$ cat src/pkg/rwwc_consts.svh
// constants for the reset, wakeup and watchdog control block
// assumes inclusion by bare name from pkg/ and hdl/ files
`ifndef RWWC_CONSTS_SVH
`define RWWC_CONSTS_SVH
`define RWWC_ADDR_W           13
`define RWWC_WDOG_CLR_ADDR    13'h1ff0
`define RWWC_WDOG_CLR_BIT     0
`define RWWC_VEC_RESET        13'h1ffe
`define RWWC_VEC_EXT          13'h1ffa
`define RWWC_VEC_TIMER        13'h1ff8
`define RWWC_VEC_SERIAL       13'h1ff6
`define RWWC_VEC_SPI          13'h1ff4
`define RWWC_POR_CYCLES       4064
`define RWWC_WDOG_BITS        18
`define RWWC_PIN_RST_CYCLES   2
`define RWWC_PORTB_W          8
`endif

$ cat src/pkg/rwwc_pkg.sv
// types for the reset, wakeup and watchdog control block
// assumes rwwc_consts.svh is on the include path
package rwwc_pkg;
	`include "rwwc_consts.svh"
	typedef enum logic [1:0] {
		RWWC_RUN,
		RWWC_WAIT,
		RWWC_STOP
	} rwwc_mode_e;
	typedef enum logic [1:0] {
		RWWC_RST_IDLE,
		RWWC_RST_HOLD,
		RWWC_RST_PIN
	} rwwc_rst_e;
	typedef struct packed {
		logic [2:0] timer_flags;
		logic [2:0] timer_en;
		logic [4:0] serial_flags;
		logic [4:0] serial_en;
		logic [1:0] spi_flags;
		logic [1:0] spi_en;
	} rwwc_periph_s;
	typedef struct packed {
		logic                     valid;
		logic [`RWWC_ADDR_W-1:0]  vector;
	} rwwc_vec_s;
endpackage : rwwc_pkg

$ cat src/hdl/rwwc_sync.sv
// three-stage input synchroniser with agreement filter
// assumes inputs are asynchronous to clk_i
`timescale 1ns/1ps
`default_nettype none
module rwwc_sync #(
	parameter int          W   = 1,
	parameter logic [W-1:0] RST = '0
) (
	// clock and reset
	input  wire logic         clk_i,
	input  wire logic         rst_i,
	// data
	input  wire logic [W-1:0] d_i,
	output var  logic [W-1:0] q_o
);
	logic [W-1:0] s1_q;
	logic [W-1:0] s2_q;
	logic [W-1:0] s3_q;
	always_ff @(posedge clk_i) begin
		if (rst_i) begin
			s1_q <= RST;
			s2_q <= RST;
			s3_q <= RST;
		end else begin
			s1_q <= d_i;
			s2_q <= s1_q;
			s3_q <= s2_q;
		end
	end
	genvar g;
	generate
		for (g = 0; g < W; g++) begin : g_agree
			always_ff @(posedge clk_i) begin
				if (rst_i)
					q_o[g] <= RST[g];
				else if (s2_q[g] == s3_q[g])
					q_o[g] <= s3_q[g];
			end
		end
	endgenerate
endmodule : rwwc_sync
`default_nettype wire

$ cat src/hdl/rwwc_wdog.sv
// watchdog counter: 18-bit count, terminal count gives a one-cycle timeout
// assumes tick_i is the bus-cycle enable and clear_i is a one-cycle request
`timescale 1ns/1ps
`default_nettype none
`include "rwwc_consts.svh"
module rwwc_wdog #(
	parameter int W = `RWWC_WDOG_BITS
) (
	// clock and reset
	input  wire logic clk_i,
	input  wire logic rst_i,
	// control
	input  wire logic enable_i,
	input  wire logic tick_i,
	input  wire logic clear_i,
	// status
	output var  logic timeout_o,
	output var  logic [W-1:0] count_o
);
	always_ff @(posedge clk_i) begin
		if (rst_i || clear_i || !enable_i) begin
			count_o   <= '0;
			timeout_o <= 1'b0;
		end else if (tick_i) begin
			count_o   <= count_o + 1'b1;
			timeout_o <= &count_o;
		end else begin
			timeout_o <= 1'b0;
		end
	end
endmodule : rwwc_wdog
`default_nettype wire

$ cat src/hdl/rwwc_ctrl.sv
// reset, wakeup and watchdog control: interrupt latch, vectors, reset and low-power modes
// assumes the core reports instruction end, stop/wait entry and latch clear as pulses
`timescale 1ns/1ps
`default_nettype none
`include "rwwc_consts.svh"
module rwwc_ctrl
	import rwwc_pkg::*;
#(
	parameter int  POR_CYCLES  = `RWWC_POR_CYCLES,
	parameter bit  LEVEL_TRIG  = 1'b0,
	parameter bit  WDOG_OPTION = 1'b1,
	parameter int  BUS_DIV     = 2,
	parameter logic [`RWWC_PORTB_W-1:0] PORTB_IRQ_EN = '0
) (
	// clock and reset
	input  wire logic                     clk_i,
	input  wire logic                     rst_i,
	// pins
	input  wire logic                     ext_irq_n_i,
	input  wire logic                     reset_n_i,
	input  wire logic [`RWWC_PORTB_W-1:0] portb_i,
	input  wire logic                     self_check_i,
	// core bus
	input  wire logic                     bus_wr_i,
	input  wire logic                     bus_rd_i,
	input  wire logic [`RWWC_ADDR_W-1:0]  bus_addr_i,
	input  wire logic [7:0]               bus_wdata_i,
	input  wire logic [7:0]               rom_byte_i,
	output logic      [7:0]               bus_rdata_o,
	// core handshake
	input  wire logic                     insn_end_i,
	input  wire logic                     ext_latch_clr_i,
	input  wire logic                     mask_set_i,
	input  wire logic                     mask_clr_i,
	input  wire logic                     stop_req_i,
	input  wire logic                     wait_req_i,
	input  wire rwwc_periph_s             periph_i,
	// outputs
	output logic                          sys_rst_o,
	output logic                          mask_o,
	output rwwc_vec_s                     vec_o,
	output logic                          core_run_o,
	output logic                          osc_en_o,
	output logic                          timer_en_clr_o,
	output logic                          prescaler_clr_o,
	output logic                          wdog_timeout_o
);
	localparam int PCW = $clog2(POR_CYCLES + 1);
	localparam int BDW = (BUS_DIV > 1) ? $clog2(BUS_DIV) : 1;
	localparam logic [PCW-1:0] POR_LAST = PCW'(POR_CYCLES - 1);
	localparam logic [PCW-1:0] PIN_LAST = PCW'(`RWWC_PIN_RST_CYCLES - 1);

	logic                     irq_n_s;
	logic                     rst_n_s;
	logic [`RWWC_PORTB_W-1:0] portb_s;
	rwwc_sync #(.W(1), .RST(1'b1)) u_sync_irq (
		.clk_i (clk_i),
		.rst_i (rst_i),
		.d_i   (ext_irq_n_i),
		.q_o   (irq_n_s)
	);
	rwwc_sync #(.W(1), .RST(1'b1)) u_sync_rst (
		.clk_i (clk_i),
		.rst_i (rst_i),
		.d_i   (reset_n_i),
		.q_o   (rst_n_s)
	);
	rwwc_sync #(.W(`RWWC_PORTB_W), .RST({`RWWC_PORTB_W{1'b1}})) u_sync_pb (
		.clk_i (clk_i),
		.rst_i (rst_i),
		.d_i   (portb_i),
		.q_o   (portb_s)
	);

	// combined active-low source: pin and enabled port B pins
	logic ext_line_n;
	logic ext_line_n_q;
	assign ext_line_n = irq_n_s & ~|(~portb_s & PORTB_IRQ_EN);
	always_ff @(posedge clk_i) begin
		if (rst_i)
			ext_line_n_q <= 1'b1;
		else
			ext_line_n_q <= ext_line_n;
	end
	wire ext_fall = ext_line_n_q & ~ext_line_n;

	// reset sequencer
	rwwc_rst_e        rst_st_q;
	logic [PCW-1:0]   rst_cnt_q;
	logic [PCW-1:0]   rst_len_q;
	logic [PCW-1:0]   low_cnt_q;
	logic             wdog_to;
	logic             pin_rst;
	// pin reset only after the minimum low time, so short glitches are ignored
	always_ff @(posedge clk_i) begin
		if (rst_i || rst_n_s)
			low_cnt_q <= '0;
		else if (low_cnt_q != PIN_LAST)
			low_cnt_q <= low_cnt_q + 1'b1;
	end
	assign pin_rst = !rst_n_s && (low_cnt_q == PIN_LAST);

	always_ff @(posedge clk_i) begin
		if (rst_i) begin
			rst_st_q  <= RWWC_RST_HOLD;
			rst_cnt_q <= '0;
			rst_len_q <= POR_LAST;
			sys_rst_o <= 1'b1;
		end else begin
			case (rst_st_q)
				RWWC_RST_IDLE: begin
					if (pin_rst || wdog_to) begin
						rst_st_q  <= RWWC_RST_HOLD;
						rst_cnt_q <= '0;
						rst_len_q <= PIN_LAST;
						sys_rst_o <= 1'b1;
					end
				end
				RWWC_RST_HOLD: begin
					if (rst_cnt_q == rst_len_q)
						rst_st_q <= RWWC_RST_PIN;
					else
						rst_cnt_q <= rst_cnt_q + 1'b1;
				end
				RWWC_RST_PIN: begin
					if (rst_n_s) begin
						rst_st_q  <= RWWC_RST_IDLE;
						sys_rst_o <= 1'b0;
					end
				end
				default: begin
					rst_st_q  <= RWWC_RST_HOLD;
					sys_rst_o <= 1'b1;
				end
			endcase
		end
	end

	// low-power mode
	rwwc_mode_e mode_q;
	// reset entry counts in its own edge, so mask and vector move with sys_rst_o
	wire rst_go = (rst_st_q == RWWC_RST_IDLE) && (pin_rst || wdog_to);
	wire in_rst = sys_rst_o || rst_go;
	wire tim_req = |(periph_i.timer_flags & periph_i.timer_en);
	wire ser_req = |(periph_i.serial_flags & periph_i.serial_en);
	wire spi_req = |(periph_i.spi_flags & periph_i.spi_en);
	logic ext_pend_q;
	wire ext_req = ext_pend_q | (LEVEL_TRIG & ~ext_line_n);
	wire stop_enter = (mode_q == RWWC_RUN) && stop_req_i && !in_rst;
	wire wait_enter = (mode_q == RWWC_RUN) && wait_req_i && !stop_req_i && !in_rst;

	always_ff @(posedge clk_i) begin
		if (rst_i || in_rst) begin
			mode_q <= RWWC_RUN;
		end else begin
			case (mode_q)
				RWWC_RUN: begin
					if (stop_enter)
						mode_q <= RWWC_STOP;
					else if (wait_enter)
						mode_q <= RWWC_WAIT;
				end
				RWWC_WAIT: begin
					if (ext_req || tim_req || ser_req || spi_req)
						mode_q <= RWWC_RUN;
				end
				RWWC_STOP: begin
					if (ext_req)
						mode_q <= RWWC_RUN;
				end
				default: mode_q <= RWWC_RUN;
			endcase
		end
	end

	always_ff @(posedge clk_i) begin
		if (rst_i) begin
			core_run_o      <= 1'b0;
			osc_en_o        <= 1'b1;
			timer_en_clr_o  <= 1'b0;
			prescaler_clr_o <= 1'b0;
		end else begin
			core_run_o      <= !in_rst && (mode_q == RWWC_RUN) && !stop_enter && !wait_enter;
			osc_en_o        <= (mode_q != RWWC_STOP) && !stop_enter;
			timer_en_clr_o  <= stop_enter;
			prescaler_clr_o <= stop_enter;
		end
	end

	// interrupt mask bit
	always_ff @(posedge clk_i) begin
		if (rst_i || in_rst)
			mask_o <= 1'b1;
		else if (stop_enter || wait_enter)
			mask_o <= 1'b0;
		else if (mask_set_i)
			mask_o <= 1'b1;
		else if (mask_clr_i)
			mask_o <= 1'b0;
	end

	// external latch: a new edge in the clearing cycle wins
	always_ff @(posedge clk_i) begin
		if (rst_i || in_rst)
			ext_pend_q <= 1'b0;
		else if (ext_fall)
			ext_pend_q <= 1'b1;
		else if (ext_latch_clr_i)
			ext_pend_q <= 1'b0;
	end

	// vector selection at instruction end
	always_ff @(posedge clk_i) begin
		if (rst_i) begin
			vec_o <= '{valid: 1'b1, vector: `RWWC_VEC_RESET};
		end else if (in_rst) begin
			vec_o <= '{valid: 1'b1, vector: `RWWC_VEC_RESET};
		end else if (insn_end_i && !mask_o && (mode_q == RWWC_RUN)) begin
			if (ext_req)
				vec_o <= '{valid: 1'b1, vector: `RWWC_VEC_EXT};
			else if (tim_req && !stop_enter)
				vec_o <= '{valid: 1'b1, vector: `RWWC_VEC_TIMER};
			else if (ser_req)
				vec_o <= '{valid: 1'b1, vector: `RWWC_VEC_SERIAL};
			else if (spi_req)
				vec_o <= '{valid: 1'b1, vector: `RWWC_VEC_SPI};
			else
				vec_o <= '{valid: 1'b0, vector: vec_o.vector};
		end else begin
			vec_o <= '{valid: 1'b0, vector: vec_o.vector};
		end
	end

	// bus-rate enable for the watchdog
	logic [BDW-1:0] div_q;
	logic           tick;
	always_ff @(posedge clk_i) begin
		if (rst_i || div_q == BDW'(BUS_DIV - 1))
			div_q <= '0;
		else
			div_q <= div_q + 1'b1;
	end
	// stop halts the clock, so no bus ticks while stopped
	assign tick = (div_q == BDW'(BUS_DIV - 1)) && (mode_q != RWWC_STOP);

	// watchdog clear write: data bit 0 low
	wire wd_hit = bus_wr_i && (bus_addr_i == `RWWC_WDOG_CLR_ADDR);
	wire wd_sw_clr = wd_hit && !bus_wdata_i[`RWWC_WDOG_CLR_BIT];
	// reset exit from stop clears from reset entry through the whole delay; interrupt exit keeps the count
	wire wd_clr = wd_sw_clr || stop_enter || in_rst;
	rwwc_wdog #(.W(`RWWC_WDOG_BITS)) u_wdog (
		.clk_i     (clk_i),
		.rst_i     (rst_i),
		.enable_i  (WDOG_OPTION && !self_check_i),
		.tick_i    (tick),
		.clear_i   (wd_clr),
		.timeout_o (wdog_to),
		.count_o   ()
	);
	always_ff @(posedge clk_i) begin
		if (rst_i)
			wdog_timeout_o <= 1'b0;
		else
			wdog_timeout_o <= wdog_to;
	end

	// reads of the clear location see ROM only
	always_ff @(posedge clk_i) begin
		if (rst_i)
			bus_rdata_o <= 8'h00;
		else if (bus_rd_i)
			bus_rdata_o <= rom_byte_i;
	end
endmodule : rwwc_ctrl
`default_nettype wire

$ cat config.mk
export PLATFORM = sky130hd
export DESIGN_NAME = rwwc_ctrl
export DESIGN_NICKNAME = d
export VERILOG_FILES = /design/src/pkg/rwwc_pkg.sv /design/src/hdl/rwwc_sync.sv /design/src/hdl/rwwc_wdog.sv /design/src/hdl/rwwc_ctrl.sv
export VERILOG_INCLUDE_DIRS = /design/src /design/src/pkg
export SDC_FILE = /design/constraint.sdc
export NUM_CORES = 1
export LEC_CHECK = 0
export BUFFER_PORTS_ARGS = -buffer_cell sky130_fd_sc_hd__buf_2
export CORE_ASPECT_RATIO = 0.9
export CORE_MARGIN = 2
export CORE_UTILIZATION = 47
export DETAILED_ROUTE_END_ITERATION = 8
export PLACE_DENSITY = 0.82
export SLEW_MARGIN = 20
export SYNTH_ARGS = -nofsm -noshare
export SYNTH_HDL_FRONTEND = slang
export SYNTH_HIERARCHICAL = 1
export SYNTH_SLANG_ARGS = --single-unit
$ cat constraint.sdc
create_clock -name clk_i -period 2 [get_ports clk_i]
set_input_delay 0.2 -clock clk_i [delete_from_list [all_inputs] [get_ports clk_i]]
set_output_delay 0.2 -clock clk_i [all_outputs]
set_load 0.05 [all_outputs]
### Yosys cells after proc, flatten, opt, wreduce, memory -nomap -nowiden

Cells that the tools add are included.

| cells by class | value |
|---|---|
| $add $sub $neg | 4 |
| equality and inequality tests | 18 |
| muxes and demuxes | 25 |
| bitwise operators | 7 |
| reduce and logical (&&, ||, !) cells | 55 |

Operators with widths:

| operator | count |
|---|---|
| $mux 14 | 5 |
| $add 12x1->12 const B | 2 |
| $mux 12 | 2 |
| $pmux 12 s2 | 1 |
| $add 18x1->18 const B | 1 |
| $reduce_and 18->1 | 1 |
| $logic_and 1x1->1 | 17 |
| $mux 2 | 7 |
| $eq 13x13->1 const B | 1 |
| $logic_or 1x1->1 | 13 |
| $eq 12x1->1 const B | 1 |
| $eq 12x12->1 | 1 |
| $ne 12x1->1 const B | 1 |
| $ne 2x2->1 const B | 6 |
| $pmux 2 s3 | 2 |
| $reduce_and 3->1 | 4 |
| $logic_not 1->1 | 7 |
| $mux 1 | 7 |
| $reduce_or 2->1 | 3 |
| $and 5x5->5 | 1 |
| $reduce_or 5->1 | 1 |
| $eq 2x1->1 const B | 2 |
| $eq 2x2->1 const B | 2 |
| $logic_not 2->1 | 2 |
| 14 further kinds | 19 |

| storage, ports and cells | value |
|---|---|
| register bits after elaboration | 96 |
| output and inout bits | 29 |

### Longest topological paths before layout

Gate-level depths: netlist of run 1.

| depth | value |
|---|---|
| depth in word-level cells | 12 |
| mapped depth | 10 |
| depth with buffers taken out | 10 |

### Cells and area by module

Netlist of run 1, hierarchy kept.

By module, submodules not included:

| module | instances | cells an instance | area an instance (um2) |
|---|---|---|---|
| rwwc_ctrl | 1 | 284 | 2484.9 |
| rwwc_wdog | 1 | 97 | 844.6 |
| rwwc_sync | 2 | 10 | 115.1 |

### Worst setup path after synthesis of run 1

Ideal clock, no wire load.

| timing path | value |
|---|---|
| kind | register to register |
| start | register mode_q[0] |
| end | register u_wdog.count_o[16] |
| setup time | 0.070 ns |
| data arrival time | 1.863 ns |
| data required time | 1.930 ns |
| path slack | 0.067 ns |
| stages on the path, launching flop included | 9 |
| path through | dfxtp_1 clkbuf_1 inv_1 a21boi_0 buf_4 nand4_2 or3_1 or3_1 a21oi_1 |

RTL lines:

| item | line | source |
|---|---|---|
| start, declared | rwwc_ctrl.sv:140 | `rwwc_mode_e mode_q;` |
| start signal, assigned | rwwc_ctrl.sv:154 | `mode_q <= RWWC_RUN;` |
| start signal, assigned | rwwc_ctrl.sv:159 | `mode_q <= RWWC_STOP;` |
| start signal, assigned | rwwc_ctrl.sv:161 | `mode_q <= RWWC_WAIT;` |
| $ne 2x2->1 | rwwc_ctrl.sv:244 | `assign tick = (div_q == BDW'(BUS_DIV - 1)) && (mode_q != RWWC_STOP);` |
| $logic_and 1x1->1 | rwwc_ctrl.sv:244 |  |
| named net tick | rwwc_ctrl.sv:236 | `logic tick;` |
| end signal, assigned | rwwc_wdog.sv:25 | `count_o <= count_o + 1'b1;` |
| end, declared | rwwc_wdog.sv:18 | `output var logic [W-1:0] count_o` |

The timed path passes the listed nets, and every way through them passes these cells.
A chain may end at the register's enable or synchronous reset.

### Final worst setup path of run 1

| timing path | value |
|---|---|
| start | register low_cnt_q[1] |
| end | register u_wdog.timeout_o |

| on the way | value |
|---|---|
| word-level cells in the longest chain between the ends | 12 |

Ends and longest elaborated chain:

| item | line | source |
|---|---|---|
| start, declared | rwwc_ctrl.sv:91 | `logic [PCW-1:0] low_cnt_q;` |
| start signal, assigned | rwwc_ctrl.sv:99 | `low_cnt_q <= low_cnt_q + 1'b1;` |
| $eq 12x1->1 (*) | rwwc_ctrl.sv:101 | `assign pin_rst = !rst_n_s && (low_cnt_q == PIN_LAST);` |
| $logic_and 1x1->1 (*) | rwwc_ctrl.sv:101 |  |
| $logic_or 1x1->1 (*) | rwwc_ctrl.sv:142 | `wire rst_go = (rst_st_q == RWWC_RST_IDLE) && (pin_rst \|\| wdog_to);` |
| $logic_and 1x1->1 (*) | rwwc_ctrl.sv:142 |  |
| $logic_or 1x1->1 (*) | rwwc_ctrl.sv:143 | `wire in_rst = sys_rst_o \|\| rst_go;` |
| $logic_not 1->1 | rwwc_ctrl.sv:149 | `wire stop_enter = (mode_q == RWWC_RUN) && stop_req_i && !in_rst;` |
| $logic_and 1x1->1 | rwwc_ctrl.sv:149 |  |
| $logic_or 1x1->1 | rwwc_ctrl.sv:250 | `wire wd_clr = wd_sw_clr \|\| stop_enter \|\| in_rst;` |
| $logic_or 1x1->1 (*) | rwwc_ctrl.sv:250 |  |
| named net wd_clr | rwwc_ctrl.sv:250 |  |
| $logic_or 1x1->1 (*) (2 in a row) | rwwc_wdog.sv:21 | `if (rst_i \|\| clear_i \|\| !enable_i) begin` |
| $reduce_or 2->1 (no source line) (*) | n/a |  |
| end signal, assigned | rwwc_wdog.sv:26 | `timeout_o <= &count_o;` |
| end, declared | rwwc_wdog.sv:17 | `output var logic timeout_o,` |

Mark *: on every way through the listed nets, which the timed path passes. The rest lies on a longest branch.

==> results of run 1 <==
==> per-stage QoR <==
stage | utilization, % | hold WS (ns) | TNS (ns) | total power [mW]
after floorplan | - | 0.272 | 0 | 1.89
after global routing | 57.3 | 0.0315 | -0.00245 | 3.26
after global placement | 54.4 | 0.377 | 0 | 2.00
after CTS | 57.0 | 0.0206 | 0 | 3.15
after detailed placement | 54.4 | 0.384 | 0 | 2.01
final | 57.3 | 0.0337 | 0 | 3.13
==> layout by cell type (no fill, tap or decap), drive strengths merged, types with 3 or more instances in the layout <==
master	Yosys	routed
buf	14	93
nor4b	4	4
nor4	8	8
nand2b	4	4
nand3	15	15
ha	7	7
xor2	16	16
a21oi	17	17
and3	9	9
nand2	31	31
dfxtp	78	78
nor2	53	53
and2	3	3
nor2b	5	5
mux2i	13	13
or3	10	10
or2	9	9
clkbuf	6	11
o21ai	16	16
nor3	9	9
inv	14	14
nand4	16	16
xnor2	12	12
==> area by class of cell <==
type | instances | area share [%]
clock inverters | 4 | 1.12
repair buffers | 93 | 11.6
clock buffers | 11 | 3.32
inverters | 14 | 1.23
well taps | 96 | 2.82
flip-flops and latches | 78 | 36.7
multi-input cells | 289 | 43.3
==> worst reg2reg max path, stage by stage, from the launching register on <==
cell and delay, ns:
dfxtp_2 0.34, inv_1 0.04, ha_1 0.17, nor4b_4 0.13
a41o_1 0.27, a21oi_2 0.20, nand3_1 0.11, nor2_2 0.14
and2_4 0.17, nand2_1 0.07, nor3_1 0.16
==> worst min-delay path by stage <==
stage	endpoint	slack, ns	cells past startpoint
after floorplan	wdog_timeout_o	0.27	1
final	u_sync_rst/s1_q	0.03	2
after CTS	u_sync_rst/s1_q	0.02	2
after detailed placement	u_sync_rst/s1_q	0.38	2
after global placement	u_sync_irq/s1_q	0.38	2
after global routing	u_sync_irq/s1_q	0.03	2
==> power groups by stage <==
stage	Clock (mW)	Combinational [mW]	Sequential [mW]
2_1_floorplan	0	0.179	1.71
3_3_place_gp	0	0.334	1.66
3_5_place_dp	0	0.345	1.67
4_1_cts	1.17	0.348	1.63
5_1_grt	1.24	0.385	1.64
6_report	1.15	0.351	1.63
==> registers in the layout, indices dropped and copies added, names as in the netlist, 2 cells and up <==
signal / count
vec_o: 5
bus_rdata_o: 8
rst_cnt_q: 12
mode_q: 2
rst_st_q: 2
u_wdog/count_o: 18
low_cnt_q: 12
==> cell usage after synthesis (3+ instances only) <==
master    count
nand2_1      30
ha_1          7
nand2b_1      4
nor4_1        7
nand4_1      14
inv_1        14
or2_2         3
a21oi_1      16
nand3_1      15
clkbuf_1      6
o21ai_0      15
xor2_1       16
nor2b_1       5
or3_1        10
and3_1        9
dfxtp_1      78
mux2i_1      13
nor2_1       53
xnor2_1      12
nor3_1        9
and2_1        3
or2_1         6
buf_4        11
==> cell families (layout without fill, tap and decap cells) <==
kind of cell / Yosys count / after routing
compound gates: 57 / 57
xor+xnor: 28 / 28
fa+ha+maj: 7 / 7
buf+inv: 34 / 122
flops: 78 / 78
mux: 13 / 13
other cells: 1 / 1
simple gates: 183 / 183
==> per-layer routing <==
layer  up-vias  global-route usage, %  part of all wire [%]
li1       1568                      -                     -
met1      1493                   25.1                    44
met5         -                      0                     0
met3        15                   4.61                   5.1
met4         0                   9.48                   2.4
met2       103                   33.8                    48
==> what timing repair did <==
action / CTS / global route
endpoints found under the hold margin: 0 / 0
setup endpoints to repair: 3 / 9
gates cloned: 0 / 0
gates resized for setup: 1 / 5
pin swaps: 0 / 1
==> run metrics, run 1 <==
Synth Warn # 6; Fill cells 680; # DRC 0; crit-path leading delay family simple AND/OR/NAND/NOR gates; Leak 1.72 nW; status complete, no violations; Core Rows 30; initial antenna violation count 0; final std cells w/o fill 585; Worst Setup End Kind flop; R2R Path End u_wdog/timeout_o; top area cells in the synthesized netlist dfxtp_1, nor2_1, xor2_1; Levels on crit path 10; drt first pass iters 4; Synth Area per Inst 8.88 um2; post-synthesis mux area share 3.66%; fmax 534 MHz; slowest stage delay, CP 0.34 ns; critical path endpoint u_wdog/timeout_o; Yosys reg bits 78; first-iteration detailed-routing DRC count 195; slowest CP cell dfxtp_2; initial core utilization 47.9%; global-route usage over all layers 20.4%; FF-to-FF path depth 10; Setup Viol. Count Final 0; area of the multi-input gates 1840 um2; largest net degree at the start of global routing 27; DRT Wirelength 7.90 mm; CP Launch Type flop; leading area contributor after synthesis dfxtp_1; CP bufs+invs 1; internal power 2.34 mW; launch point of the critical path low_cnt_q[1]; final worst setup slack 0.127 ns; Critical Path AT 2.14 ns; Top-Level Pins 99; Slew Limit Fails 0; largest family of logic cells by synthesized area simple AND/OR/NAND/NOR gates; clk buf depth 2; Flop pwr share 52.1%; final-stage net count 562; Net Sw Power 0.795 mW; Worst slew margin 55.6%; CTS tree yes; die area 8290 um2; Final Cycle Share 93.7%; R2R Path Start low_cnt_q[1]; min-delay worst type input pin to flop; combinational power share 11.2%; Routed Antenna Nets 0; crit path max fanout 4; Cells after DPL 570; crit-path cells inv_1 > ha_1 > nor4b_4 > a41o_1 > a21oi_2 > nand3_1 > nor2_2 > and2_4 > nand2_1 > nor3_1; power density over the cells 735 nW/um2; clock network fraction of total power 36.7%; Post-Synthesis Cells 401; r2r setup slk 0.13 ns; Synth Area in Compound Gates 10.4%; vias per cell 5.43; Setup Fix Bufs, Post-CTS 0; clk sinks 78; Post-Synth Simple-Gate Area 27.6%; cts hold-fix bufs 0; Inserted Diodes 0; hold path start reset_n_i; Routed WL per cell 13.5 um; vias in the first global route 3049; Worst Path Class, Setup flop to flop; Net Sw Frac 25.4%; maxcap violations 0; Die Span Y 86.6 um; global-route wire length before repair 13.4 mm; Non-Filler Cell Area, Final 4260 um2; worst vdd ir 0.604 mV; Worst-Margin Slew 0.664 ns; core box area 7430 um2; CTS Buf Count 9; fraction of layout cells with a size suffix above 1 25.6%; total number of H-tree levels 3; IO buf count 82; Synth Area in Adders 2.46%; asr flop ratio synth 0%; Syn Nets 478; Synth top area share 43.9%; Reg area 1560 um2; Die Wd 95.7 um; area grow syn2layout 19.7%; Synth cell types 57; Post-Synth XOR/XNOR Area 6.89%; Post-DP Area 4050 um2; skew final 0.0114 ns; sequential area share after synthesis 43.9%; Top FF cell, synth dfxtp_1; Final min period 1.87 ns; final hold vios 0; DP HPWL 5.89 mm; Post-Place Setup Slack 0.0132 ns; CP required 2.27 ns; Vias 3179; CTS clk-pin slew, worst paths 0.07 ns; routability congestion estimate 0.898; Syn Std Cell Area 3560 um2; gr ovfl total 0; CTS root buf clkbuf_8; worst-skew pair later-pin latency 0.35 ns; Post-synth EDFFs 0
No activity file was read; power rests on OpenSTA's default activity.
==> run 2, diff against run 1 <==
--- a/config.mk
+++ b/config.mk
@@ -10,10 +10,10 @@
 export CORE_ASPECT_RATIO = 0.9
 export CORE_MARGIN = 2
 export CORE_UTILIZATION = 47
+export CTS_CLUSTER_DIAMETER = 40
 export DETAILED_ROUTE_END_ITERATION = 8
 export PLACE_DENSITY = 0.82
 export SLEW_MARGIN = 20
 export SYNTH_ARGS = -nofsm -noshare
 export SYNTH_HDL_FRONTEND = slang
-export SYNTH_HIERARCHICAL = 1
 export SYNTH_SLANG_ARGS = --single-unit
==> run metrics, run 2 <==
Core Rows 30; Slew Limit Fails 0; Final Cycle Share 99.5%; Leak 1.80 nW; IO buf count 82; status complete, no violations; FF-to-FF path depth 9; R2R Path Start low_cnt_q[1]; Inserted Diodes 0; area grow syn2layout 26.5%; crit path max fanout 8; power density over the cells 785 nW/um2; Synth Warn # 0; Flop pwr share 46.9%; Die Wd 96.6 um; Net Sw Power 1.06 mW; Setup Viol. Count Final 0; Routed Antenna Nets 0; CTS tree yes; Vias 3170; global-route wire length before repair 12.9 mm; fmax 502 MHz; initial antenna violation count 0; Worst Path Class, Setup flop to flop; CTS clk-pin slew, worst paths 0.08 ns; Post-synth EDFFs 0; Hold Path Depth 2; largest net degree at the start of global routing 30; Final min period 1.99 ns; CP Launch Type flop; DRT Wirelength 7.96 mm; gr ovfl total 0; RSZ-0062 raised after global routing yes; Synth Area per Inst 9.02 um2; final hold vios 0; skew final 0.0122 ns; Yosys reg bits 78; Post-Synthesis Cells 402; CTS Buf Count 9; Cells after DPL 579; die area 8430 um2; vias in the first global route 3044; global-route usage over all layers 19.4%; maxcap violations 0; Power Total 3.60 mW; final worst setup slack 0.00994 ns; total number of H-tree levels 3; combinational power share 23.6%; final std cells w/o fill 604; WHS 0.0361 ns; Top-Level Pins 99; Post-Place Setup Slack -0.0960 ns; clock network fraction of total power 29.5%; routability congestion estimate 0.817; Net Sw Frac 29.6%; Synth cell types 53; Die Span Y 87.3 um; internal power 2.54 mW; drt first pass iters 4; Syn Nets 479; Post-synth top cells dfxtp_1, nor2_1, nand2_1, mux2i_1; CTS root buf clkbuf_8; core box area 7510 um2; Top FF cell, synth dfxtp_1; asr flop ratio synth 0%; Largest regs u_wdog.count_o: 18 flops, low_cnt_q: 12 flops, rst_cnt_q: 12 flops; vias per cell 5.25; WHS Endpoint u_sync_rst.s1_q; top-count cell post-synth dfxtp_1; final-stage net count 581; Critical Path AT 2.27 ns; Worst Setup End Kind flop; # DRC 0; worst vdd ir 0.415 mV; sequential area share after synthesis 43.1%; clk sinks 78; Synth top area share 43.1%; r2r setup slk 0.01 ns; Routed WL per cell 13.2 um; commonest cells after routing, fill and taps aside buf_2, dfxtp_1, nor2_1; Biggest register u_wdog.count_o; hold path start reset_n_i; initial core utilization 48.3%; worst-skew pair later-pin latency 0.35 ns; CP required 2.28 ns; final setup TNS 0 ns; cts hold-fix bufs 0; top area cells in the synthesized netlist dfxtp_1, nor2_1, mux2i_1; min-delay worst type input pin to flop; DP HPWL 5.47 mm; first-iteration detailed-routing DRC count 134; fraction of layout cells with a size suffix above 1 33.5%; Syn Std Cell Area 3630 um2; most common cell after layout, fill and taps aside buf_2; max reg flops 18; R2R Path End rst_cnt_q[4]; clk buf depth 2; leading area contributor after synthesis dfxtp_1
[run 2: layer usage]
metal	up-vias	GRT usage, %	share of wire, %
li1	1584	-	-
met1	1461	20.9	40
met2	110	35.4	51
met3	15	5.11	7.0
met4	0	7.94	1.8
met5	-	0	0
[run 2: cell type report]
| class | count | area, um2 |
|---|---|---|
| fillers | 626 | 2920 |
| flip-flops and latches | 78 | 1570 |
| well taps | 96 | 120 |
| multi-input cells | 288 | 1980 |
| clock inverters | 3 | 20.0 |
| clock buffers | 12 | 155 |
| repair buffers | 114 | 696 |
| inverters | 13 | 48.8 |
[run 2: timing repair]
action	in CTS	in global routing
gates cloned	1	0
gates resized for setup	10	21
endpoints found under the setup margin	26	27
pin swaps	8	8
endpoints found under the hold margin	0	0
buffers inserted	5	4
[run 2: how the worst max path moves through the flow]
| stage | start | end |
|---|---|---|
| 6_report | low_cnt_q[1] | rst_cnt_q[4] |
| 3_5_place_dp | rst_st_q[0] | u_wdog.count_o[12] |
| 3_3_place_gp | rst_st_q[0] | vec_o[3] |
| 4_1_cts | low_cnt_q[1] | rst_cnt_q[8] |
| 5_1_grt | low_cnt_q[1] | rst_cnt_q[4] |
| 2_1_floorplan | rst_st_q[0] | vec_o[3] |
[run 2: cell families (layout without fill, tap and decap cells)]
family | after synthesis | after routing | share of synthesized area [%]
flops | 78 | 78 | 43.1
fa+ha+maj | 7 | 7 | 2.42
compound gates | 48 | 48 | 9.52
xor+xnor | 27 | 27 | 6.52
mux | 16 | 16 | 4.45
buf+inv | 36 | 142 | 5.31
other cells | 1 | 1 | 0.103
simple gates | 189 | 189 | 28.6
[run 2: per-stage QoR]
| stage | util (%) | cell area, um2 |
|---|---|---|
| after CTS | 59.6 | 4480 |
| after global routing | 61.1 | 4590 |
| after detailed placement | 55.8 | 4190 |
| after floorplan | - | 3630 |
| after global placement | 55.8 | 4190 |
| final | 61.1 | 4590 |
[run 2: power groups by stage]
stage                     Clock (mW)  Sequential [mW]  Combinational [mW]
after detailed placement           0             1.72               0.668
after floorplan                    0             1.82               0.343
final                           1.06             1.69               0.850
after CTS                       1.09             1.68               0.801
after global routing            1.15             1.70               0.921
after global placement             0             1.71               0.646
[run 2: worst max-delay path: stages (launching register included)]
cell and delay (ns):
dfxtp_2 0.33, inv_2 0.06, ha_4 0.12, nor4b_4 0.21
a41o_2 0.25, buf_6 0.11, a21oi_4 0.04, buf_12 0.15
or4_4 0.51, a21boi_2 0.15
==> run 3, diff against run 2 <==
--- a/config.mk
+++ b/config.mk
@@ -9,10 +9,11 @@
 export BUFFER_PORTS_ARGS = -buffer_cell sky130_fd_sc_hd__buf_2
 export CORE_ASPECT_RATIO = 0.9
 export CORE_MARGIN = 2
-export CORE_UTILIZATION = 47
+export CORE_UTILIZATION = 49
+export CTS_BUF_LIST = sky130_fd_sc_hd__clkbuf_8
 export CTS_CLUSTER_DIAMETER = 40
 export DETAILED_ROUTE_END_ITERATION = 8
-export PLACE_DENSITY = 0.82
+export PLACE_DENSITY = 0.84
 export SLEW_MARGIN = 20
 export SYNTH_ARGS = -nofsm -noshare
 export SYNTH_HDL_FRONTEND = slang
==> run metrics, run 3 (same netlist as run 2, synthesis figures left out) <==
status complete, but fails checks; failing checks negative setup slack; final-stage net count 579; Worst Path Class, Setup flop to flop; Hold Path Depth 2; CTS tree yes; Vias 3268; Die Wd 94.7 um; Top-Level Pins 99; CTS root buf clkbuf_8; first-iteration detailed-routing DRC count 145; global-route usage over all layers 20.3%; Inserted Diodes 0; largest net degree at the start of global routing 30; worst-skew pair later-pin latency 0.35 ns; Routed Antenna Nets 0; total number of H-tree levels 3; CTS Buf Count 9; R2R Path Start rst_st_q[0]; min-delay worst type input pin to flop; initial antenna violation count 0; Die Span Y 85.6 um; hold path start reset_n_i; initial core utilization 51.0%; die area 8110 um2; Critical Path AT 2.33 ns; Final Cycle Share 102%; fraction of layout cells with a size suffix above 1 36.9%; slowest stage delay, CP 0.62 ns; Final min period 2.05 ns; Leak 1.85 nW; final worst setup slack -0.0496 ns; Worst slew margin 65.2%; DP HPWL 5.37 mm; clk sinks 78; Power Total 4.03 mW; vias per cell 5.45; final hold vios 0; Slew Limit Fails 0; Post-DP Area 4190 um2; cts hold-fix bufs 0; worst vdd ir 0.456 mV; max reg flops 18; DRT Wirelength 8.75 mm; CP required 2.29 ns; FF-to-FF path depth 8; Biggest register u_wdog.count_o; drt first pass iters 4; Routed WL per cell 14.6 um; global-route wire length before repair 13.2 mm; Non-Filler Cell Area, Final 4780 um2; commonest cells after routing, fill and taps aside buf_2, dfxtp_1, nor2_1; # DRC 0; Setup Viol. Count Final 13; IO buf count 82; power density over the cells 843 nW/um2; Levels on crit path 8; Worst-Margin Slew 0.521 ns; fmax 488 MHz; CP bufs+invs 2; most common cell after layout, fill and taps aside buf_2; Core Rows 29; Post-Place Setup Slack -0.0756 ns; vias in the first global route 3136; crit-path cells inv_2 > ha_4 > and2_4 > nor3_4 > o31ai_4 > or4_4 > clkbuf_16 > nor2_1; slowest CP cell or4_4; Worst Setup End Kind flop; launch point of the critical path rst_st_q[0]; core box area 7110 um2; maxcap violations 0; CTS clk-pin slew, worst paths 0.08 ns; crit path max fanout 7; Largest regs u_wdog.count_o: 18 flops, low_cnt_q: 12 flops, rst_cnt_q: 12 flops; gr ovfl total 0; CP Launch Type flop; RSZ-0062 raised after global routing yes; crit-path leading delay family simple AND/OR/NAND/NOR gates; clk buf depth 2; area grow syn2layout 31.9%; skew final 0.00915 ns; routability congestion estimate 0.770
## run 3: final cells by class
class,count,area (um2)
clock buffers,10,138
well taps,93,116
flip-flops and latches,78,1570
fillers,526,2330
inverters,13,48.8
clock inverters,6,109
multi-input cells,288,2100
repair buffers,112,709
## run 3: per-stage QoR
stage          setup TNS (ns)  hold slack, ns  utilization, %  instances
2_1_floorplan               0           0.277               -        402
3_3_place_gp                0           0.385            59.0        577
3_5_place_dp            -1.04           0.388            59.0        577
4_1_cts             -0.000249          0.0144            63.8        598
5_1_grt                 -1.32          0.0138            67.3        600
6_report               -0.224          0.0289            67.3        600
## run 3: per-layer routing
layer	track usage [%]	wire, um	vias up
met3	5.45	564	13
met1	22.9	3560	1551
met2	36.0	4470	113
met4	8.56	146	0
li1	-	-	1591
met5	0	0	-
## run 3: where the power goes
group	internal (mW)	switching, mW	leakage, nW
logic	0.407	0.497	1.09
registers	1.63	0.0658	0.634
clock network	0.861	0.576	0.126
## run 3: path summary, 6_finish.rpt
| kind | to | slack (ns) |
|---|---|---|
| worst max-delay path | u_wdog.count_o[8] | -0.05 |
| worst min-delay path | u_sync_rst.s1_q | 0.03 |
| worst max register to register | u_wdog.count_o[8] | -0.05 |
| worst min register to register | u_sync_irq.s2_q | 0.41 |
## run 3: repair_timing
| item | 4_1_cts | 5_1_grt |
|---|---|---|
| cloned | 1 | 1 |
| setup buffers | 4 | 1 |
| resized for setup | 12 | 54 |
| pin swaps | 4 | 26 |
| setup endpoints to repair | 25 | 33 |
## run 3: worst reg2reg max path, stage by stage (launching register included)
cell and delay (ns):
dfxtp_2 0.34, inv_2 0.06, ha_4 0.16, and2_4 0.17, nor3_4 0.21, o31ai_4 0.12, or4_4 0.62, clkbuf_16 0.21
nor2_1 0.10
